<file path="src/cb_cfg_defs.svh">
// offsets, field positions, reset values and fixed codes of the card bridge header registers
// Notes on behaviour
// latency count restarts at frame, counts per clock
// expired count ends own transfer once grant drops
// header layout byte reads fixed 02h
// header 0-7Fh, 80h-FFh go to extension
// self-test byte reads fixed 00h
// window base bits 31-12 read and write
// window base bits 11-0 read zero
// all ones written reads back FFFFF000h
// socket regs at 000h, legacy set 800h
// capability pointer reads fixed A0h
// power management dwords at A0h, A4h
// status bit clears on one, zero keeps
// status mixes fixed and clearable, resets 0200h
// latency field eight bits, unit one clock
// bit 15 sets on card parity error
// bit 13 sets on card master abort
// bits 10-9 fixed 01b, medium timing
// bit 8 needs parity, mastership, response enable
// writes touch only enabled bytes, fixed bits kept
// writable and sticky fields reset to defaults
`ifndef CB_CFG_DEFS_SVH
`define CB_CFG_DEFS_SVH

// dword addresses (byte address bits 7..2)
`define CB_DW_LATENCY       6'h03
`define CB_DW_WINDOW        6'h04
`define CB_DW_CAP_STATUS    6'h05
`define CB_DW_PM_FIRST      6'h28
`define CB_DW_PM_SECOND     6'h29
`define CB_EXT_FIRST_BYTE   8'h80

// register byte offsets
`define CB_OFF_LATENCY      8'h0D
`define CB_OFF_HEADER       8'h0E
`define CB_OFF_SELF_TEST    8'h0F
`define CB_OFF_WINDOW       8'h10
`define CB_OFF_CAP_PTR      8'h14
`define CB_OFF_STATUS       8'h16

// fixed and reset values
`define CB_LATENCY_RST      8'h00
`define CB_HEADER_CODE      8'h02
`define CB_SELF_TEST_CODE   8'h00
`define CB_CAP_PTR_CODE     8'hA0
`define CB_WINDOW_RST       32'h0000_0000
`define CB_WINDOW_MASK      32'hFFFF_F000
`define CB_STATUS_RST       16'h0200

// status field positions
`define CB_ST_PARITY        15
`define CB_ST_SERR          14
`define CB_ST_MABORT        13
`define CB_ST_TABT_RX       12
`define CB_ST_TABT_SIG      11
`define CB_ST_DPAR          8
`define CB_ST_TIMING_LO     9
`define CB_ST_TIMING_CODE   2'h1
`define CB_ST_CLEAR_MASK    16'hF900

// window map
`define CB_WIN_LEGACY_BIT   11
`define CB_WIN_LEGACY_OFF   12'h800
`define CB_WIN_SOCKET_OFF   12'h000

`endif

</file>
<file path="src/cb_cfg_pkg.sv">
// types shared by the card bridge header register files
package cb_cfg_pkg;
    typedef enum logic [1:0] {
        region_header = 2'b00,
        region_ext    = 2'b01,
        region_pm     = 2'b10
    } cfg_region_e;

    typedef logic [7:0] cfg_byte_t;
endpackage

</file>
<file path="src/cb_latency_guard.sv">
// initiator latency counter and forced end of own transfer
`timescale 1ns/1ns
`include "cb_cfg_defs.svh"
module cb_latency_guard
    import cb_cfg_pkg::*;
#(
    parameter int COUNT_W = 8
) (
    // clock and reset
    input  wire logic               clk_sys_i,
    input  wire logic               rst_n_i,
    // programmed limit
    input  wire logic [COUNT_W-1:0] limit_i,
    // initiator state
    input  wire logic               frame_start_i,
    input  wire logic               master_active_i,
    input  wire logic               gnt_n_i,
    // results
    output logic                    expired_o,
    output logic                    master_stop_o
);
    initial begin
        if (COUNT_W != 8) begin
            $error("latency field is eight bits wide");
        end
    end

    logic [COUNT_W-1:0] count_reg;
    logic               gnt_n_meta_reg;
    logic               gnt_n_sync_reg;

    // grant arrives from the arbiter pin
    always_ff @(posedge clk_sys_i or negedge rst_n_i) begin
        if (!rst_n_i) begin
            gnt_n_meta_reg <= 1'b1;
            gnt_n_sync_reg <= 1'b1;
        end else begin
            gnt_n_meta_reg <= gnt_n_i;
            gnt_n_sync_reg <= gnt_n_meta_reg;
        end
    end

    // saturating so a long burst never wraps back under the limit
    always_ff @(posedge clk_sys_i or negedge rst_n_i) begin
        if (!rst_n_i) begin
            count_reg <= '0;
        end else if (frame_start_i) begin
            count_reg <= '0;
        end else if (master_active_i && (count_reg != {COUNT_W{1'b1}})) begin
            count_reg <= count_reg + 1'b1;
        end
    end

    always_ff @(posedge clk_sys_i or negedge rst_n_i) begin
        if (!rst_n_i) begin
            expired_o     <= 1'b0;
            master_stop_o <= 1'b0;
        end else begin
            expired_o     <= master_active_i && !frame_start_i && (count_reg >= limit_i);
            master_stop_o <= master_active_i && !frame_start_i && (count_reg >= limit_i)
                             && gnt_n_sync_reg;
        end
    end
endmodule

</file>
<file path="src/cb_window_decode.sv">
// memory window hit decode for socket and legacy register sets
`timescale 1ns/1ns
`include "cb_cfg_defs.svh"
module cb_window_decode
    import cb_cfg_pkg::*;
#(
    parameter int ADDR_W = 32
) (
    // clock and reset
    input  wire logic              clk_sys_i,
    input  wire logic              rst_n_i,
    // window placement
    input  wire logic [ADDR_W-1:0] base_i,
    // memory access
    input  wire logic              mem_valid_i,
    input  wire logic [ADDR_W-1:0] mem_addr_i,
    // decode result
    output logic                   socket_hit_o,
    output logic                   legacy_hit_o,
    output logic [10:0]            window_offset_o
);
    initial begin
        if (ADDR_W != 32) begin
            $error("window decode serves a 32-bit memory space only");
        end
    end

    logic in_window;

    // a zero base is treated as unplaced so reset state claims nothing
    assign in_window = mem_valid_i && (base_i != '0) && (mem_addr_i[ADDR_W-1:12] == base_i[ADDR_W-1:12]);

    always_ff @(posedge clk_sys_i or negedge rst_n_i) begin
        if (!rst_n_i) begin
            socket_hit_o    <= 1'b0;
            legacy_hit_o    <= 1'b0;
            window_offset_o <= '0;
        end else begin
            socket_hit_o    <= in_window && !mem_addr_i[`CB_WIN_LEGACY_BIT];
            legacy_hit_o    <= in_window && mem_addr_i[`CB_WIN_LEGACY_BIT];
            window_offset_o <= mem_addr_i[10:0];
        end
    end
endmodule

</file>
<file path="src/cb_bridge_header_regs.sv">
// card bridge configuration header registers 0Dh..17h with latency guard and window decode
`timescale 1ns/1ns
`include "cb_cfg_defs.svh"
module cb_bridge_header_regs
    import cb_cfg_pkg::*;
(
    // clock and reset
    input  wire logic        clk_sys_i,
    input  wire logic        rst_n_i,
    // configuration access
    input  wire logic        cfg_rd_i,
    input  wire logic        cfg_wr_i,
    input  wire logic [7:0]  cfg_addr_i,
    input  wire logic [3:0]  cfg_be_i,
    input  wire logic [31:0] cfg_wdata_i,
    output logic             cfg_rvalid_o,
    output logic [31:0]      cfg_rdata_o,
    // extension space hand-off
    output logic             ext_sel_o,
    output logic             pm_sel_o,
    input  wire logic [31:0] ext_rdata_i,
    // card side events
    input  wire logic        card_parity_detected_i,
    input  wire logic        card_serr_i,
    input  wire logic        card_master_abort_received_i,
    input  wire logic        card_target_abort_received_i,
    input  wire logic        card_target_abort_signaled_i,
    input  wire logic        card_perr_i,
    input  wire logic        card_bus_master_i,
    input  wire logic        parity_response_en_i,
    // host side initiator
    input  wire logic        frame_start_i,
    input  wire logic        master_active_i,
    input  wire logic        gnt_n_i,
    output logic             latency_expired_o,
    output logic             master_stop_o,
    // memory window
    input  wire logic        mem_valid_i,
    input  wire logic [31:0] mem_addr_i,
    output logic             socket_hit_o,
    output logic             legacy_hit_o,
    output logic [10:0]      window_offset_o,
    output logic [31:0]      window_base_o
);
    logic [7:0]  latency_timer_reg;
    logic [31:0] socket_window_base_reg;
    logic [15:0] card_side_status_reg;
    logic [15:0] status_set;
    logic [15:0] status_clr;
    logic [31:0] header_rdata;
    logic [31:0] rdata_next;
    logic [5:0]  dw_addr;
    cfg_region_e region;
    logic        wr_latency;
    logic        wr_window;
    logic        wr_status;

    assign dw_addr = cfg_addr_i[7:2];

    // header below 80h, device-specific space above
    always_comb begin
        if (cfg_addr_i < `CB_EXT_FIRST_BYTE) begin
            region = region_header;
        end else if ((dw_addr == `CB_DW_PM_FIRST) || (dw_addr == `CB_DW_PM_SECOND)) begin
            region = region_pm;
        end else begin
            region = region_ext;
        end
    end

    assign ext_sel_o = (cfg_rd_i || cfg_wr_i) && (region != region_header);
    assign pm_sel_o  = (cfg_rd_i || cfg_wr_i) && (region == region_pm);

    assign wr_latency = cfg_wr_i && (region == region_header) && (dw_addr == `CB_DW_LATENCY);
    assign wr_window  = cfg_wr_i && (region == region_header) && (dw_addr == `CB_DW_WINDOW);
    assign wr_status  = cfg_wr_i && (region == region_header) && (dw_addr == `CB_DW_CAP_STATUS);

    always_ff @(posedge clk_sys_i or negedge rst_n_i) begin
        if (!rst_n_i) begin
            latency_timer_reg <= `CB_LATENCY_RST;
        end else if (wr_latency && cfg_be_i[1]) begin
            latency_timer_reg <= cfg_wdata_i[15:8];
        end
    end

    // one byte lane per generate step; low nibble of lane 1 and all of lane 0 stay zero
    genvar lane;
    generate
        for (lane = 0; lane < 4; lane++) begin : g_window_lane
            always_ff @(posedge clk_sys_i or negedge rst_n_i) begin
                if (!rst_n_i) begin
                    socket_window_base_reg[lane*8 +: 8] <= 8'(`CB_WINDOW_RST >> (lane*8));
                end else if (wr_window && cfg_be_i[lane]) begin
                    socket_window_base_reg[lane*8 +: 8] <=
                        cfg_wdata_i[lane*8 +: 8] & 8'(`CB_WINDOW_MASK >> (lane*8));
                end
            end
        end
    endgenerate

    assign window_base_o = socket_window_base_reg;

    always_comb begin
        status_set = '0;
        status_set[`CB_ST_PARITY]   = card_parity_detected_i;
        status_set[`CB_ST_SERR]     = card_serr_i;
        status_set[`CB_ST_MABORT]   = card_master_abort_received_i;
        status_set[`CB_ST_TABT_RX]  = card_target_abort_received_i;
        status_set[`CB_ST_TABT_SIG] = card_target_abort_signaled_i;
        status_set[`CB_ST_DPAR]     = card_perr_i && card_bus_master_i && parity_response_en_i;
    end

    always_comb begin
        status_clr = '0;
        if (wr_status) begin
            status_clr[7:0]  = cfg_be_i[2] ? cfg_wdata_i[23:16] : 8'h00;
            status_clr[15:8] = cfg_be_i[3] ? cfg_wdata_i[31:24] : 8'h00;
        end
        status_clr = status_clr & `CB_ST_CLEAR_MASK;
    end

    // an event in the clearing cycle wins over the clear
    always_ff @(posedge clk_sys_i or negedge rst_n_i) begin
        if (!rst_n_i) begin
            card_side_status_reg <= `CB_STATUS_RST;
        end else begin
            card_side_status_reg <= ((card_side_status_reg & ~status_clr) | status_set) & `CB_ST_CLEAR_MASK;
            card_side_status_reg[`CB_ST_TIMING_LO +: 2] <= `CB_ST_TIMING_CODE;
        end
    end

    always_comb begin
        header_rdata = 32'h0000_0000;
        unique case (dw_addr)
            `CB_DW_LATENCY: begin
                header_rdata[15:8]  = latency_timer_reg;
                header_rdata[23:16] = `CB_HEADER_CODE;
                header_rdata[31:24] = `CB_SELF_TEST_CODE;
            end
            `CB_DW_WINDOW: begin
                header_rdata = socket_window_base_reg & `CB_WINDOW_MASK;
            end
            `CB_DW_CAP_STATUS: begin
                header_rdata[7:0]   = `CB_CAP_PTR_CODE;
                header_rdata[31:16] = card_side_status_reg;
            end
            default: begin
                header_rdata = 32'h0000_0000;
            end
        endcase
    end

    assign rdata_next = (region == region_header) ? header_rdata : ext_rdata_i;

    always_ff @(posedge clk_sys_i or negedge rst_n_i) begin
        if (!rst_n_i) begin
            cfg_rvalid_o <= 1'b0;
            cfg_rdata_o  <= 32'h0000_0000;
        end else begin
            cfg_rvalid_o <= cfg_rd_i;
            if (cfg_rd_i) begin
                cfg_rdata_o <= rdata_next;
            end
        end
    end

    cb_latency_guard #(
        .COUNT_W (8)
    ) u_latency_guard (
        .clk_sys_i       (clk_sys_i),
        .rst_n_i         (rst_n_i),
        .limit_i         (latency_timer_reg),
        .frame_start_i   (frame_start_i),
        .master_active_i (master_active_i),
        .gnt_n_i         (gnt_n_i),
        .expired_o       (latency_expired_o),
        .master_stop_o   (master_stop_o)
    );

    cb_window_decode #(
        .ADDR_W (32)
    ) u_window_decode (
        .clk_sys_i       (clk_sys_i),
        .rst_n_i         (rst_n_i),
        .base_i          (socket_window_base_reg),
        .mem_valid_i     (mem_valid_i),
        .mem_addr_i      (mem_addr_i),
        .socket_hit_o    (socket_hit_o),
        .legacy_hit_o    (legacy_hit_o),
        .window_offset_o (window_offset_o)
    );
endmodule

</file>
<file path="config.mk">
export PLATFORM = sky130hd
export DESIGN_NAME = cb_bridge_header_regs
export DESIGN_NICKNAME = d
export VERILOG_FILES = /design/src/cb_cfg_pkg.sv /design/src/cb_latency_guard.sv /design/src/cb_window_decode.sv /design/src/cb_bridge_header_regs.sv
export VERILOG_INCLUDE_DIRS = /design/src /design/src/src
export SDC_FILE = /design/constraint.sdc
export NUM_CORES = 1
export LEC_CHECK = 0
export BUFFER_PORTS_ARGS = -buffer_cell sky130_fd_sc_hd__buf_2
export CAP_MARGIN = 20
export CORE_MARGIN = 3
export CORE_UTILIZATION = 30
export CTS_BUF_LIST = sky130_fd_sc_hd__clkbuf_4
export CTS_CLUSTER_SIZE = 14
export DETAILED_ROUTE_END_ITERATION = 16
export HOLD_SLACK_MARGIN = 0.08
export PLACE_DENSITY_LB_ADDON = 0.3
export SLEW_MARGIN = 30
export SYNTH_ARGS = -nofsm -noshare
export SYNTH_HDL_FRONTEND = slang
export SYNTH_SLANG_ARGS = --single-unit
</file>
<file path="constraint.sdc">
create_clock -name clk_sys_i -period 1.9 [get_ports clk_sys_i]
set_input_delay 0.38 -clock clk_sys_i [delete_from_list [all_inputs] [get_ports clk_sys_i]]
set_output_delay 0.38 -clock clk_sys_i [all_outputs]
set_load 0.02 [all_outputs]
</file>
## Word-level counts from Yosys, hierarchy flattened

Cells that the tools add are included.

- $add $sub $neg: 1
- Multipliers: 0
- Divide/modulo/power cells: 0
- Magnitude comparators: 2
- Eq/ne operators: 8
- Shifts and indexed selects: 0
- Muxes and demuxes: 11
- Bitwise operators: 3
- Reductions and logical operators: 28

Operator list:

| kind | number |
|---|---|
| $pmux W16 S3 | 1 |
| $mux W8 | 5 |
| $mux W32 | 1 |
| $reduce_bool A32 Y1 | 1 |
| $eq A20 B20 Y1 | 1 |
| $logic_and A1 B1 Y1 | 20 |
| $and A16 B16 Y16 | 1 |
| $mux W16 | 1 |
| $not A16 Y16 | 1 |
| $or A16 B16 Y16 | 1 |
| $pmux W8 S2 | 1 |
| $eq A6 B3 Y1 const B | 2 |
| $eq A6 B6 Y1 const B | 2 |
| $add A8 B1 Y8 const B | 1 |
| $ge A8 B8 Y1 | 1 |
| $lt A8 B8 Y1 const B | 1 |
| $ne A8 B8 Y1 const B | 1 |
| $eq A6 B2 Y1 const B | 1 |
| $mux W2 | 2 |
| $reduce_bool A2 Y1 | 2 |
| $eq A2 B2 Y1 const B | 1 |
| $logic_not A1 Y1 | 2 |
| $logic_not A2 Y1 | 1 |
| $logic_or A1 B1 Y1 | 2 |

- Flip-flop bits (word level): 92
- Bits in latches: 0
- RAM bits: 0
- Bits in read-only memories: 0
- Memories: 0

## Depth between registers and ports, before layout

Gate-level depths: netlist (run 1).

- Word-level depth: 11
- Mapped depth: 7
- Gate-level depth less buffers: 6

## Hierarchy

From an unflattened synthesis (run 1), not the netlist that was laid out.

- Cells, all modules: 405
- Area total of the unflattened synthesis: 4490.6 µm²

Modules (own cells, without submodules):

| module | times used | cells each | area each (µm²) |
|---|---|---|---|
| cb_bridge_header_regs | 1 | 278 | 3103.0 |
| cb_latency_guard | 1 | 74 | 733.2 |
| cb_window_decode | 1 | 53 | 654.4 |

## Worst setup path after synthesis (run 1)

Ideal clock, no wire load.

- Path kind: input to register
- Start point: input port cfg_addr_i[7]
- End point: register latency_timer_reg[0]
- Setup time: 125 ps
- Arrival: 1917 ps
- Required time: 1775 ps
- Setup slack: -142 ps
- Stages: 7
- Buffers on the path: 3
- Cell sequence: buf_2 -> or3_1 -> buf_2 -> nor3_4 -> and3_1 -> buf_4 -> mux2_2

- Longest elaborated chain between the ends: 8
- Elaborated cells on any way between the ends: 11

Ends and longest elaborated chain:

| element | line | RTL |
|---|---|---|
| from (decl) | cb_bridge_header_regs.sv:13 | `input wire logic [7:0] cfg_addr_i,` |
| branches (longest 6 deep; another with $lt A8 B8 Y1) | - |  |
| $logic_and A1 B1 Y1 (*) | cb_bridge_header_regs.sv:74 | `` assign wr_latency = cfg_wr_i && (region == region_header) && (dw_addr == `CB_DW_LATENCY); `` |
| $logic_and A1 B1 Y1 (*) | cb_bridge_header_regs.sv:81 | `end else if (wr_latency && cfg_be_i[1]) begin` |
| to (signal assigned) | cb_bridge_header_regs.sv:80 | `` latency_timer_reg <= `CB_LATENCY_RST; `` |
| to (signal assigned) | cb_bridge_header_regs.sv:82 | `latency_timer_reg <= cfg_wdata_i[15:8];` |
| to (decl) | cb_bridge_header_regs.sv:45 | `logic [7:0] latency_timer_reg;` |

Every way passes the cells marked *.
A chain may end at the register's enable or synchronous reset.

## Worst setup path in the final report (run 1)

- Start point: input port cfg_addr_i[7]
- End point: output port pm_sel_o

- Longest elaborated chain between the ends: 6
- Elaborated cells on any way between the ends: 8

Ends and longest elaborated chain:

| element | line | RTL |
|---|---|---|
| branches (longest 3 deep; another with $lt A8 B8 Y1) | - |  |
| $mux W2 (*) | cb_bridge_header_regs.sv:62 | `` if (cfg_addr_i < `CB_EXT_FIRST_BYTE) begin `` |
| $eq A2 B2 Y1 (*) | cb_bridge_header_regs.sv:72 | `assign pm_sel_o = (cfg_rd_i \|\| cfg_wr_i) && (region == region_pm);` |
| $logic_and A1 B1 Y1 (*) | cb_bridge_header_regs.sv:72 |  |
| to (decl) | cb_bridge_header_regs.sv:20 | `output logic pm_sel_o,` |

Marks and branches as above.

==> metrics.txt, run 1 <==
Netlist Area Pre-Place=0.00431 mm²; IO Pins=206; CP Data Required Time=1520 ps; Pwr Density=662 mW/mm²; area post-placement=0.00558 mm²; first-pass GRT wire length=20.7 mm; r2r startpoint=u_latency_guard.count_reg[0]$_DFFE_PN0P_; critical path class=input pin to output port; Net Sw Frac=30.5%; CTS Root Buffer Type=clkbuf_4; EDFF count, synth=0; TritonCTS clock tree=yes; total grt overflow=0; CORE AREA=0.0140 mm²; Largest Register=cfg_rdata_o; multiplexer area fraction after synthesis=9.12%; VDD IR-drop max=0.242 mV; ANT nets after route=0; die area=0.0158 mm²; Synth Area in Compound Gates=12.0%; DR vias/cell=4.74; top cell type's share of synthesized area=52.3%; Combinational Power Share=20.4%; fraction of layout instances using a drive strength above 1=42.3%; mean post-synth cell area=10.9 µm²; ys flop type=dfrtp_1; placer congestion estimate=0.797; Post-Synth XOR/XNOR Area=4.07%; final setup fails=0; utilization after layout=42.1%; simple-gate share of the synthesized area=13.0%; WP data arrival=1450 ps; drt wl/cell=16.8 µm; CP Max Fanout=19; largest net degree at the start of global routing=66; Layout Cells excl Fill=798; slowest CP cell=buf_4; Pint=2.71 mW; yosys synthesis warning count=0; clock power share=24.4%; crit-path cells=buf_2 > buf_4 > buf_6 > o21a_1 > and4b_1 > buf_2; fin worst setup slack=69.0 ps; placed wire-length estimate=10.3 mm; Worst Hold End=window_base_o[26]$_DFFE_PN0P_; Worst setup SP type=input pin; Setup WS pre-CTS=-259 ps; sw power=1.19 mW; Die Span Y=126 µm; Area contributors post-synth=dfrtp_1 (52%), mux2_2 (8.9%), nor2_1 (3.9%); hold crit path type=input pin to flip-flop; # nets final=745; Critical Path End Type=output port; post-synth cell types=50; Worst Reg2Reg Path Length in Cells=6; clock slew at the register clock pins of the worst setup and hold paths=140 ps; part of the cycle the worst path needs=96.4%; Final Hold Vio Count=0; r2r setup slk=130 ps; Adder-Cell Fraction of Synth Area=2.61%; Cells after Synth=395; Max-Cap Viols=0; f_max=546 MHz; routed via count=3779; min Tclk post-route=1830 ps; row count=43; design area=0.00589 mm²; Overall Power=3.90 mW; Die Width=126 µm; FFs w/ async S/R, synth=100%; initial antenna violation count=1; hold depth=2; I/O Buffers=182; Total GRT Usage=16.7%; Placed Cells=762; Pleak=2.95 nW; setup TNS=0 ps; Worst Min Path Start=cfg_wdata_i[26]; outcome=complete, no violations; largest family of logic cells by synthesized area=simple AND/OR/NAND/NOR gates; cts bufs inserted=9; Hold Slack=141 ps; initial DRC count=131; residual DRC count=0; vias in the first global route=3932; area leader, netlist=dfrtp_1; RR Endpoint=u_latency_guard.master_stop_o$_DFF_PN0_; Critical Path Max Stage Delay=250 ps; sequential share of power=55.2%; Post-CTS Setup Bufs=0; Initial Utilization=30.8%; Max clock buf depth=2; # clock sinks=92; Layout Skew=8.44 ps; depth of the CTS H-tree=3; max-slew violation count=0; number of flip-flops in the largest register=32; Fillers=1416; Seq/Total Area, Yosys=53.5%; RSZ-0062 raised after global routing=false; Area Overhead vs Synth=36.7%; drt first pass iters=4; final WL=13.4 mm; Clock Latency Late Sink=450 ps; Most Frequent Cell on Critical Path=buf_2; register bit total from synthesis=92
==> cell usage after synthesis, types with 2 or more instances <==
master    number
clkbuf_1      11
o21ai_0        8
a22oi_1       18
a21oi_1       24
inv_1         19
a21o_1         5
nor3_1         3
ha_1           9
nor4_1         9
nand3_1        9
xor2_1        15
nand4_1        3
nand2b_1       3
o21a_1         2
nor2_1        45
dfstp_2        2
xnor2_1        5
a31oi_1        2
dfrtp_1       90
a211oi_1       3
buf_2          4
nand2_1       22
buf_4         14
a221oi_1       5
and3_1         5
nor3_4         2
mux2_2        34
nor2b_1        2
==> layer usage <==
metal / vias to the layer above / wire [µm] / GRT usage [%]
met5: - / 0 / 0
met4: 0 / 274 / 6.81
met3: 16 / 824 / 3.73
met2: 132 / 6720 / 28.8
met1: 1822 / 5600 / 20.2
li1: 1809 / - / -
==> placed cells by master (no fill, tap or decap), drive strengths merged, types with 8 or more instances in the layout <==
cell,instances
a21oi,24
a22oi,18
buf,206
clkbuf,12
conb,12
dfrtp,90
dlygate4sd3,19
ha,9
inv,19
mux2,34
nand2,22
nand3,9
nor2,45
nor4,10
o21ai,8
xor2,15
==> critical path: cells and delay by family <==
family	cells	cell delay, ps
AO/OA/AOI/OAI	1	160
buffers and inverters	4	730
AND/OR/NAND/NOR	1	180
==> power by group through the flow <==
| stage | clock network, mW | registers, mW | logic, mW |
|---|---|---|---|
| floorplan | 0 | 2.30 | 0.288 |
| global placement | 0 | 2.19 | 0.753 |
| detailed placement | 0 | 2.19 | 0.770 |
| CTS | 1.02 | 2.15 | 0.803 |
| global route | 1.08 | 2.17 | 0.867 |
| finish | 0.952 | 2.15 | 0.793 |
==> what timing repair did <==
action | CTS | global route
hold buffers | 19 | 0
resized for setup | 0 | 2
endpoints found under the setup margin | 0 | 2
endpoints found under the hold margin | 44 | 0
==> cell type report <==
cell class                      instances  area [µm²]  area share [%]
Multi-Input combinational cell        265        1830            31.0
Tap cell                              180         225            3.82
Timing Repair Buffer                  225        1350            22.9
Sequential cell                        92        2300            39.1
Antenna cell                            1        2.50          0.0425
Clock buffer                           12        90.1            1.53
Clock inverter                          4        17.5           0.297
Inverter                               19        71.3            1.21
==> how the worst max path moves through the flow <==
stage / slack (ps) / cells past startpoint / startpoint / endpoint
floorplan: -100 / 7 / cfg_addr_i[7] / latency_timer_reg[0]$_DFFE_PN0P_
global placement: -230 / 6 / cfg_addr_i[5] / window_base_o[18]$_DFFE_PN0P_
detailed placement: -260 / 6 / cfg_addr_i[5] / window_base_o[17]$_DFFE_PN0P_
CTS: 6 / 6 / cfg_addr_i[7] / pm_sel_o
global route: 2 / 6 / u_latency_guard.count_reg[0]$_DFFE_PN0P_ / u_latency_guard.master_stop_o$_DFF_PN0_
finish: 70 / 6 / cfg_addr_i[7] / pm_sel_o
==> kinds of logic after synthesis <==
kind of cell | after synthesis
XOR/XNOR | 20
flip-flops | 92
AND/OR/NAND/NOR | 112
AO/OA/AOI/OAI | 77
multiplexers | 35
adder cells (fa/ha/maj) | 9
other | 1
buffers and inverters | 49
Note: power is estimated with default switching activity, not from simulation.
==> run 2: changes to the inputs <==
- ABC_AREA: default -> 0
- SYNTH_HIERARCHICAL: default -> 1
- TNS_END_PERCENT: default -> 50
==> metrics.txt, run 2 <==
Layout Skew=18.2 ps (+9.75 ps); area post-placement=0.00567 mm² (+1.5%); f_max=563 MHz (+3.1%); cts bufs inserted=9 (unchanged); routed via count=3924 (+3.8%); sw power=1.24 mW (+4.4%); CORE AREA=0.0146 mm² (+4.3%); min Tclk post-route=1780 ps (-55.3 ps); max-slew violation count=0 (unchanged); I/O Buffers=182 (unchanged); clock power share=27.2% (+2.8 points); largest net degree at the start of global routing=75 (+14%); Layout Cells excl Fill=807 (+1.1%); Cells after Synth=405 (+2.5%); CP Max Fanout=11 (-8); fraction of layout instances using a drive strength above 1=42.0% (-0.27 points); part of the cycle the worst path needs=93.5% (-2.9 points); Seq/Total Area, Yosys=51.3% (-2.2 points); Total GRT Usage=16.8% (+0.099 points); Die Width=128 µm (+2.0%); Clock Latency Late Sink=460 ps (about the same); most frequent cells in the layout=buf_2 (181), dfrtp_1 (90), nor2_1 (38); ys flop type=dfrtp_1; FFs w/ async S/R, synth=100% (unchanged); # clock sinks=92 (unchanged); Area contributors post-synth=dfrtp_1 (50%), mux2_2 (8.5%), xor2_1 (3.9%); Pwr Density=680 mW/mm² (+2.7%); row count=44 (+2.3%); Placed Cells=775 (+1.7%); Overall Power=4.05 mW (+3.9%); Combinational Power Share=19.5% (-0.9 points); ANT nets after route=0 (unchanged); IO Pins=206 (unchanged); Hold Slack=123 ps (-18.3 ps); utilization after layout=40.8% (-1.3 points); final setup fails=0 (unchanged); outcome=complete, no violations; design area=0.00595 mm² (+1.1%); vias in the first global route=4035 (+2.6%); Initial Utilization=30.8% (about the same); yosys synthesis warning count=6 (+6); Critical Path End Type=output port; number of flip-flops in the largest register=32 (unchanged); Worst setup SP type=input pin; Largest Register=cfg_rdata_o; Post-synth top cells=dfrtp_1 (90), nor2_1 (38), mux2_2 (34), inv_1 (22); DR vias/cell=4.86 (+2.7%); most common cell after layout, fill and taps aside=buf_2; Max-Cap Viols=0 (unchanged); WP data arrival=1400 ps (-50 ps); drt wl/cell=16.9 µm (+0.39%); hold crit path type=input pin to flip-flop; VDD IR-drop max=0.273 mV (+13%); placed wire-length estimate=10.3 mm (+0.76%); drt first pass iters=4 (unchanged); Setup WS pre-CTS=115 ps (+374 ps); # nets final=749 (+0.54%); final WL=13.6 mm (+1.5%); Final Hold Vio Count=0 (unchanged); CP Data Required Time=1520 ps (about the same); mean post-synth cell area=11.1 µm² (+1.6%); EDFF count, synth=0 (unchanged); setup TNS=0 ps (unchanged); initial DRC count=216 (+65%); top-count cell post-synth=dfrtp_1; depth of the CTS H-tree=3 (unchanged); register bit total from synthesis=92 (unchanged); clock slew at the register clock pins of the worst setup and hold paths=140 ps (about the same); Area Overhead vs Synth=32.6%; area leader, netlist=dfrtp_1; CTS Root Buffer Type=clkbuf_4; Net Sw Frac=30.6% (+0.15 points); Pint=2.81 mW (+3.6%); critical path class=input pin to output port; placer congestion estimate=0.850 (+6.7%); fin worst setup slack=124 ps (+55.3 ps); RSZ-0062 raised after global routing=false; top cell type's share of synthesized area=50.2% (-2.1 points); first-pass GRT wire length=21.5 mm (+3.7%); total grt overflow=0 (unchanged); post-synth cell types=50 (unchanged); Max clock buf depth=2 (unchanged); sequential share of power=53.4% (-1.8 points); TritonCTS clock tree=yes; Pleak=2.97 nW (+0.53%); residual DRC count=0 (unchanged); Die Span Y=128 µm (+2.0%); die area=0.0165 mm² (+4.0%); Post-CTS Resized=0 (unchanged); initial antenna violation count=2 (+1); Netlist Area Pre-Place=0.00449 mm² (+4.2%)
==> run 2: changes by cell type in the layout (fill, tap and decap cells not counted), sizes merged, moves of 5 or more <==
| cell | before | now |
|---|---|---|
| a32oi | 0 | 18 |
| a21o | 5 | 0 |
| conb | 12 | 24 |
| nor2b | 2 | 8 |
| a22oi | 18 | 0 |
| nand2 | 22 | 10 |
| xor2 | 15 | 20 |
| nor2 | 45 | 38 |
| a41oi | 1 | 7 |
| nand4 | 3 | 8 |
| dlygate4sd3 | 19 | 14 |
| a31oi | 2 | 9 |
| buf | 206 | 197 |
==> run 2: final timing paths <==
path / from / endpoint / slack, ps / depth (start not counted)
setup / recovery: cfg_addr_i[7] / pm_sel_o / 120 / 5
hold / removal: cfg_wdata_i[29] / card_side_status_reg[13]$_DFF_PN0_ / 120 / 2
setup reg to reg: u_latency_guard/count_reg[3]$_DFFE_PN0P_ / u_latency_guard/master_stop_o$_DFF_PN0_ / 340 / 4
hold reg to reg: u_latency_guard/gnt_n_meta_reg$_DFF_PN1_ / u_latency_guard/gnt_n_sync_reg$_DFF_PN1_ / 370 / 0
max in group asynchronous: rst_n_i / window_base_o[25]$_DFFE_PN0P_ / 860 / 3
min in group asynchronous: rst_n_i / card_side_status_reg[12]$_DFF_PN0_ / 400 / 2
==> run 2: worst max-delay path, stage by stage <==
cell	delay, ps
buf_2	250
inv_1	180
nor2_1	220
and4b_1	200
buf_2	160
==> run 2: kinds of logic after synthesis <==
family / after synthesis / synth area share (%)
adder cells (fa/ha/maj): 9 / 2.51
multiplexers: 36 / 8.97
buffers and inverters: 56 / 6.07
AO/OA/AOI/OAI: 85 / 13.2
AND/OR/NAND/NOR: 104 / 13.5
other: 1 / 0.0835
XOR/XNOR: 22 / 4.29
flip-flops: 92 / 51.3
==> run 2: area by class of cell <==
type	instances	area (µm²)
sequential	92	2300
clock buffer	10	75.1
inverter	22	82.6
clock inverter	6	65.1
fill	1433	8640
multi-input combinational	280	2000
tap	184	230
antenna	2	5.00
timing repair buffer	211	1190
==> run 2: power by group through the flow <==
stage	logic, mW	registers, mW	clock network, mW
after floorplan	0.299	2.30	0
after global placement	0.756	2.19	0
after detailed placement	0.769	2.20	0
after CTS	0.795	2.16	1.15
after global routing	0.863	2.18	1.23
final	0.788	2.16	1.10
==> run 2: layer usage <==
layer | part of all wire, % | vias up | GRT usage (%)
met5 | 0 | - | 0
met4 | 3.0 | 0 | 7.93
met3 | 4.8 | 26 | 3.07
met2 | 49 | 134 | 27.1
met1 | 43 | 1904 | 21.8
li1 | - | 1860 | -
==> run 2: timing repair <==
item | CTS | global route
hold buffers | 14 | 0
setup endpoints to repair | 0 | 0
endpoints found under the hold margin | 45 | 0
setup buffers | 0 | 0
==> run 3: changes to the inputs <==
- CORE_ASPECT_RATIO: default -> 1.2
==> metrics.txt, run 3 (same netlist as run 2, synthesis figures left out) <==
outcome=complete, no violations; final setup fails=0 (unchanged); first-pass GRT wire length=21.6 mm (+0.81%); utilization after layout=41.7% (+0.86 points); max-slew violation count=0 (unchanged); Pleak=3.01 nW (+1.3%); WP data arrival=1250 ps (-150 ps); Worst setup SP type=flip-flop; Post-CTS Setup Bufs=0 (unchanged); Die Width=118 µm (-8.3%); part of the cycle the worst path needs=85.6% (-7.8 points); row count=48 (+9.1%); vias in the first global route=4191 (+3.9%); initial antenna violation count=2 (unchanged); ANT nets after route=0 (unchanged); Initial Utilization=30.9% (+0.12 points); CORE AREA=0.0145 mm² (-0.38%); Largest Register=cfg_rdata_o; total grt overflow=0 (unchanged); Critical Path End Type=output port; largest net degree at the start of global routing=75 (unchanged); RSZ-0062 raised after global routing=false; initial DRC count=220 (+1.9%); CTS Root Buffer Type=clkbuf_4; Placed Cells=794 (+2.5%); die area=0.0165 mm² (about the same); Final Hold Vio Count=0 (unchanged); Overall Power=4.07 mW (+0.56%); largest delay contributor family on the critical path=flip-flops; Layout Skew=17.5 ps (-0.720 ps); depth of the CTS H-tree=3 (unchanged); min Tclk post-route=1630 ps (-149 ps); Layout Cells excl Fill=830 (+2.9%); # nets final=757 (+1.1%); cts bufs inserted=9 (unchanged); Max-Cap Viols=0 (unchanged); fraction of layout instances using a drive strength above 1=41.7% (-0.38 points); Clock Latency Late Sink=470 ps (about the same); Setup WS pre-CTS=122 ps (+7.82 ps); placer congestion estimate=0.797 (-6.3%); most common cell after layout, fill and taps aside=buf_2; Pwr Density=672 mW/mm² (-1.1%); fin worst setup slack=273 ps (+149 ps); setup TNS=0 ps (unchanged); crit-path cells=buf_2; TritonCTS clock tree=yes; Buf/Inv on CP=1 (-2); Area Overhead vs Synth=34.9%; Critical Path Max Stage Delay=550 ps (+300 ps); number of flip-flops in the largest register=32 (unchanged); hold crit path type=input pin to flip-flop; IO Pins=206 (unchanged); placed wire-length estimate=10.6 mm (+2.6%); # clock sinks=92 (unchanged); I/O Buffers=182 (unchanged); Max clock buf depth=2 (unchanged); drt first pass iters=4 (unchanged); slowest CP cell=dfrtp_1; final WL=13.7 mm (+0.70%); Die Span Y=140 µm (+9.1%); most frequent cells in the layout=buf_2 (181), dfrtp_1 (90), nor2_1 (38); VDD IR-drop max=0.344 mV (+26%); CP Data Required Time=1520 ps (about the same); drt wl/cell=16.5 µm (-2.1%); clock slew at the register clock pins of the worst setup and hold paths=160 ps (+20 ps); Total GRT Usage=16.6% (-0.12 points); f_max=615 MHz (+9.2%); residual DRC count=0 (unchanged); CP Max Fanout=5 (-6); critical path class=flip-flop to output port; DR vias/cell=4.80 (-1.3%); routed via count=3982 (+1.5%)
## run 3: what timing repair did
action,CTS,global route
hold endpoints to repair,41,0
hold buffers,19,0
gates resized for setup,0,0
## run 3: metrics by stage
stage                     instance area (µm²)  hold slack [ps]
after global routing                     6060              103
final                                    6060              124
after detailed placement                 5720              338
after CTS                                6050             85.8
after floorplan                          4580             84.4
after global placement                   5720              333
## run 3: path summary, 6_finish.rpt
path / startpoint / end / slack [ps] / cells after the start
hold / removal: cfg_wdata_i[24] / card_side_status_reg[8]$_DFF_PN0_ / 120 / 2
min in group asynchronous: rst_n_i / cfg_rdata_o[24]$_DFFE_PN0P_ / 350 / 2
max in group asynchronous: rst_n_i / u_latency_guard/gnt_n_sync_reg$_DFF_PN1_ / 910 / 3
hold reg to reg: u_latency_guard/gnt_n_meta_reg$_DFF_PN1_ / u_latency_guard/gnt_n_sync_reg$_DFF_PN1_ / 370 / 0
setup reg to reg: u_latency_guard/count_reg[3]$_DFFE_PN0P_ / u_latency_guard/master_stop_o$_DFF_PN0_ / 340 / 4
setup / recovery: window_base_o[12]$_DFFE_PN0P_ / window_base_o[12] / 270 / 1
## run 3: final cells by class
| type | count | area [µm²] |
|---|---|---|
| Sequential cell | 92 | 2300 |
| Fill cell | 1470 | 8480 |
| Clock inverter | 7 | 72.6 |
| Inverter | 22 | 82.6 |
| Antenna cell | 1 | 2.50 |
| Clock buffer | 9 | 67.6 |
| Tap cell | 200 | 250 |
| Timing Repair Buffer | 219 | 1280 |
| Multi-Input combinational cell | 280 | 2000 |
## run 3: per-layer routing
layer  vias to the layer above  global-route usage [%]  routed length (µm)
li1                       1882                       -                   -
met1                      1930                    19.7                5730
met2                       148                    29.5                6960
met3                        20                    3.43                 740
met4                         2                    6.91                 286
met5                         -                       0                   7
## run 3: power by group
group	internal [mW]	switching (mW)	total, mW
logic	0.332	0.467	0.798
clock network	0.409	0.701	1.11
registers	2.07	0.0907	2.16
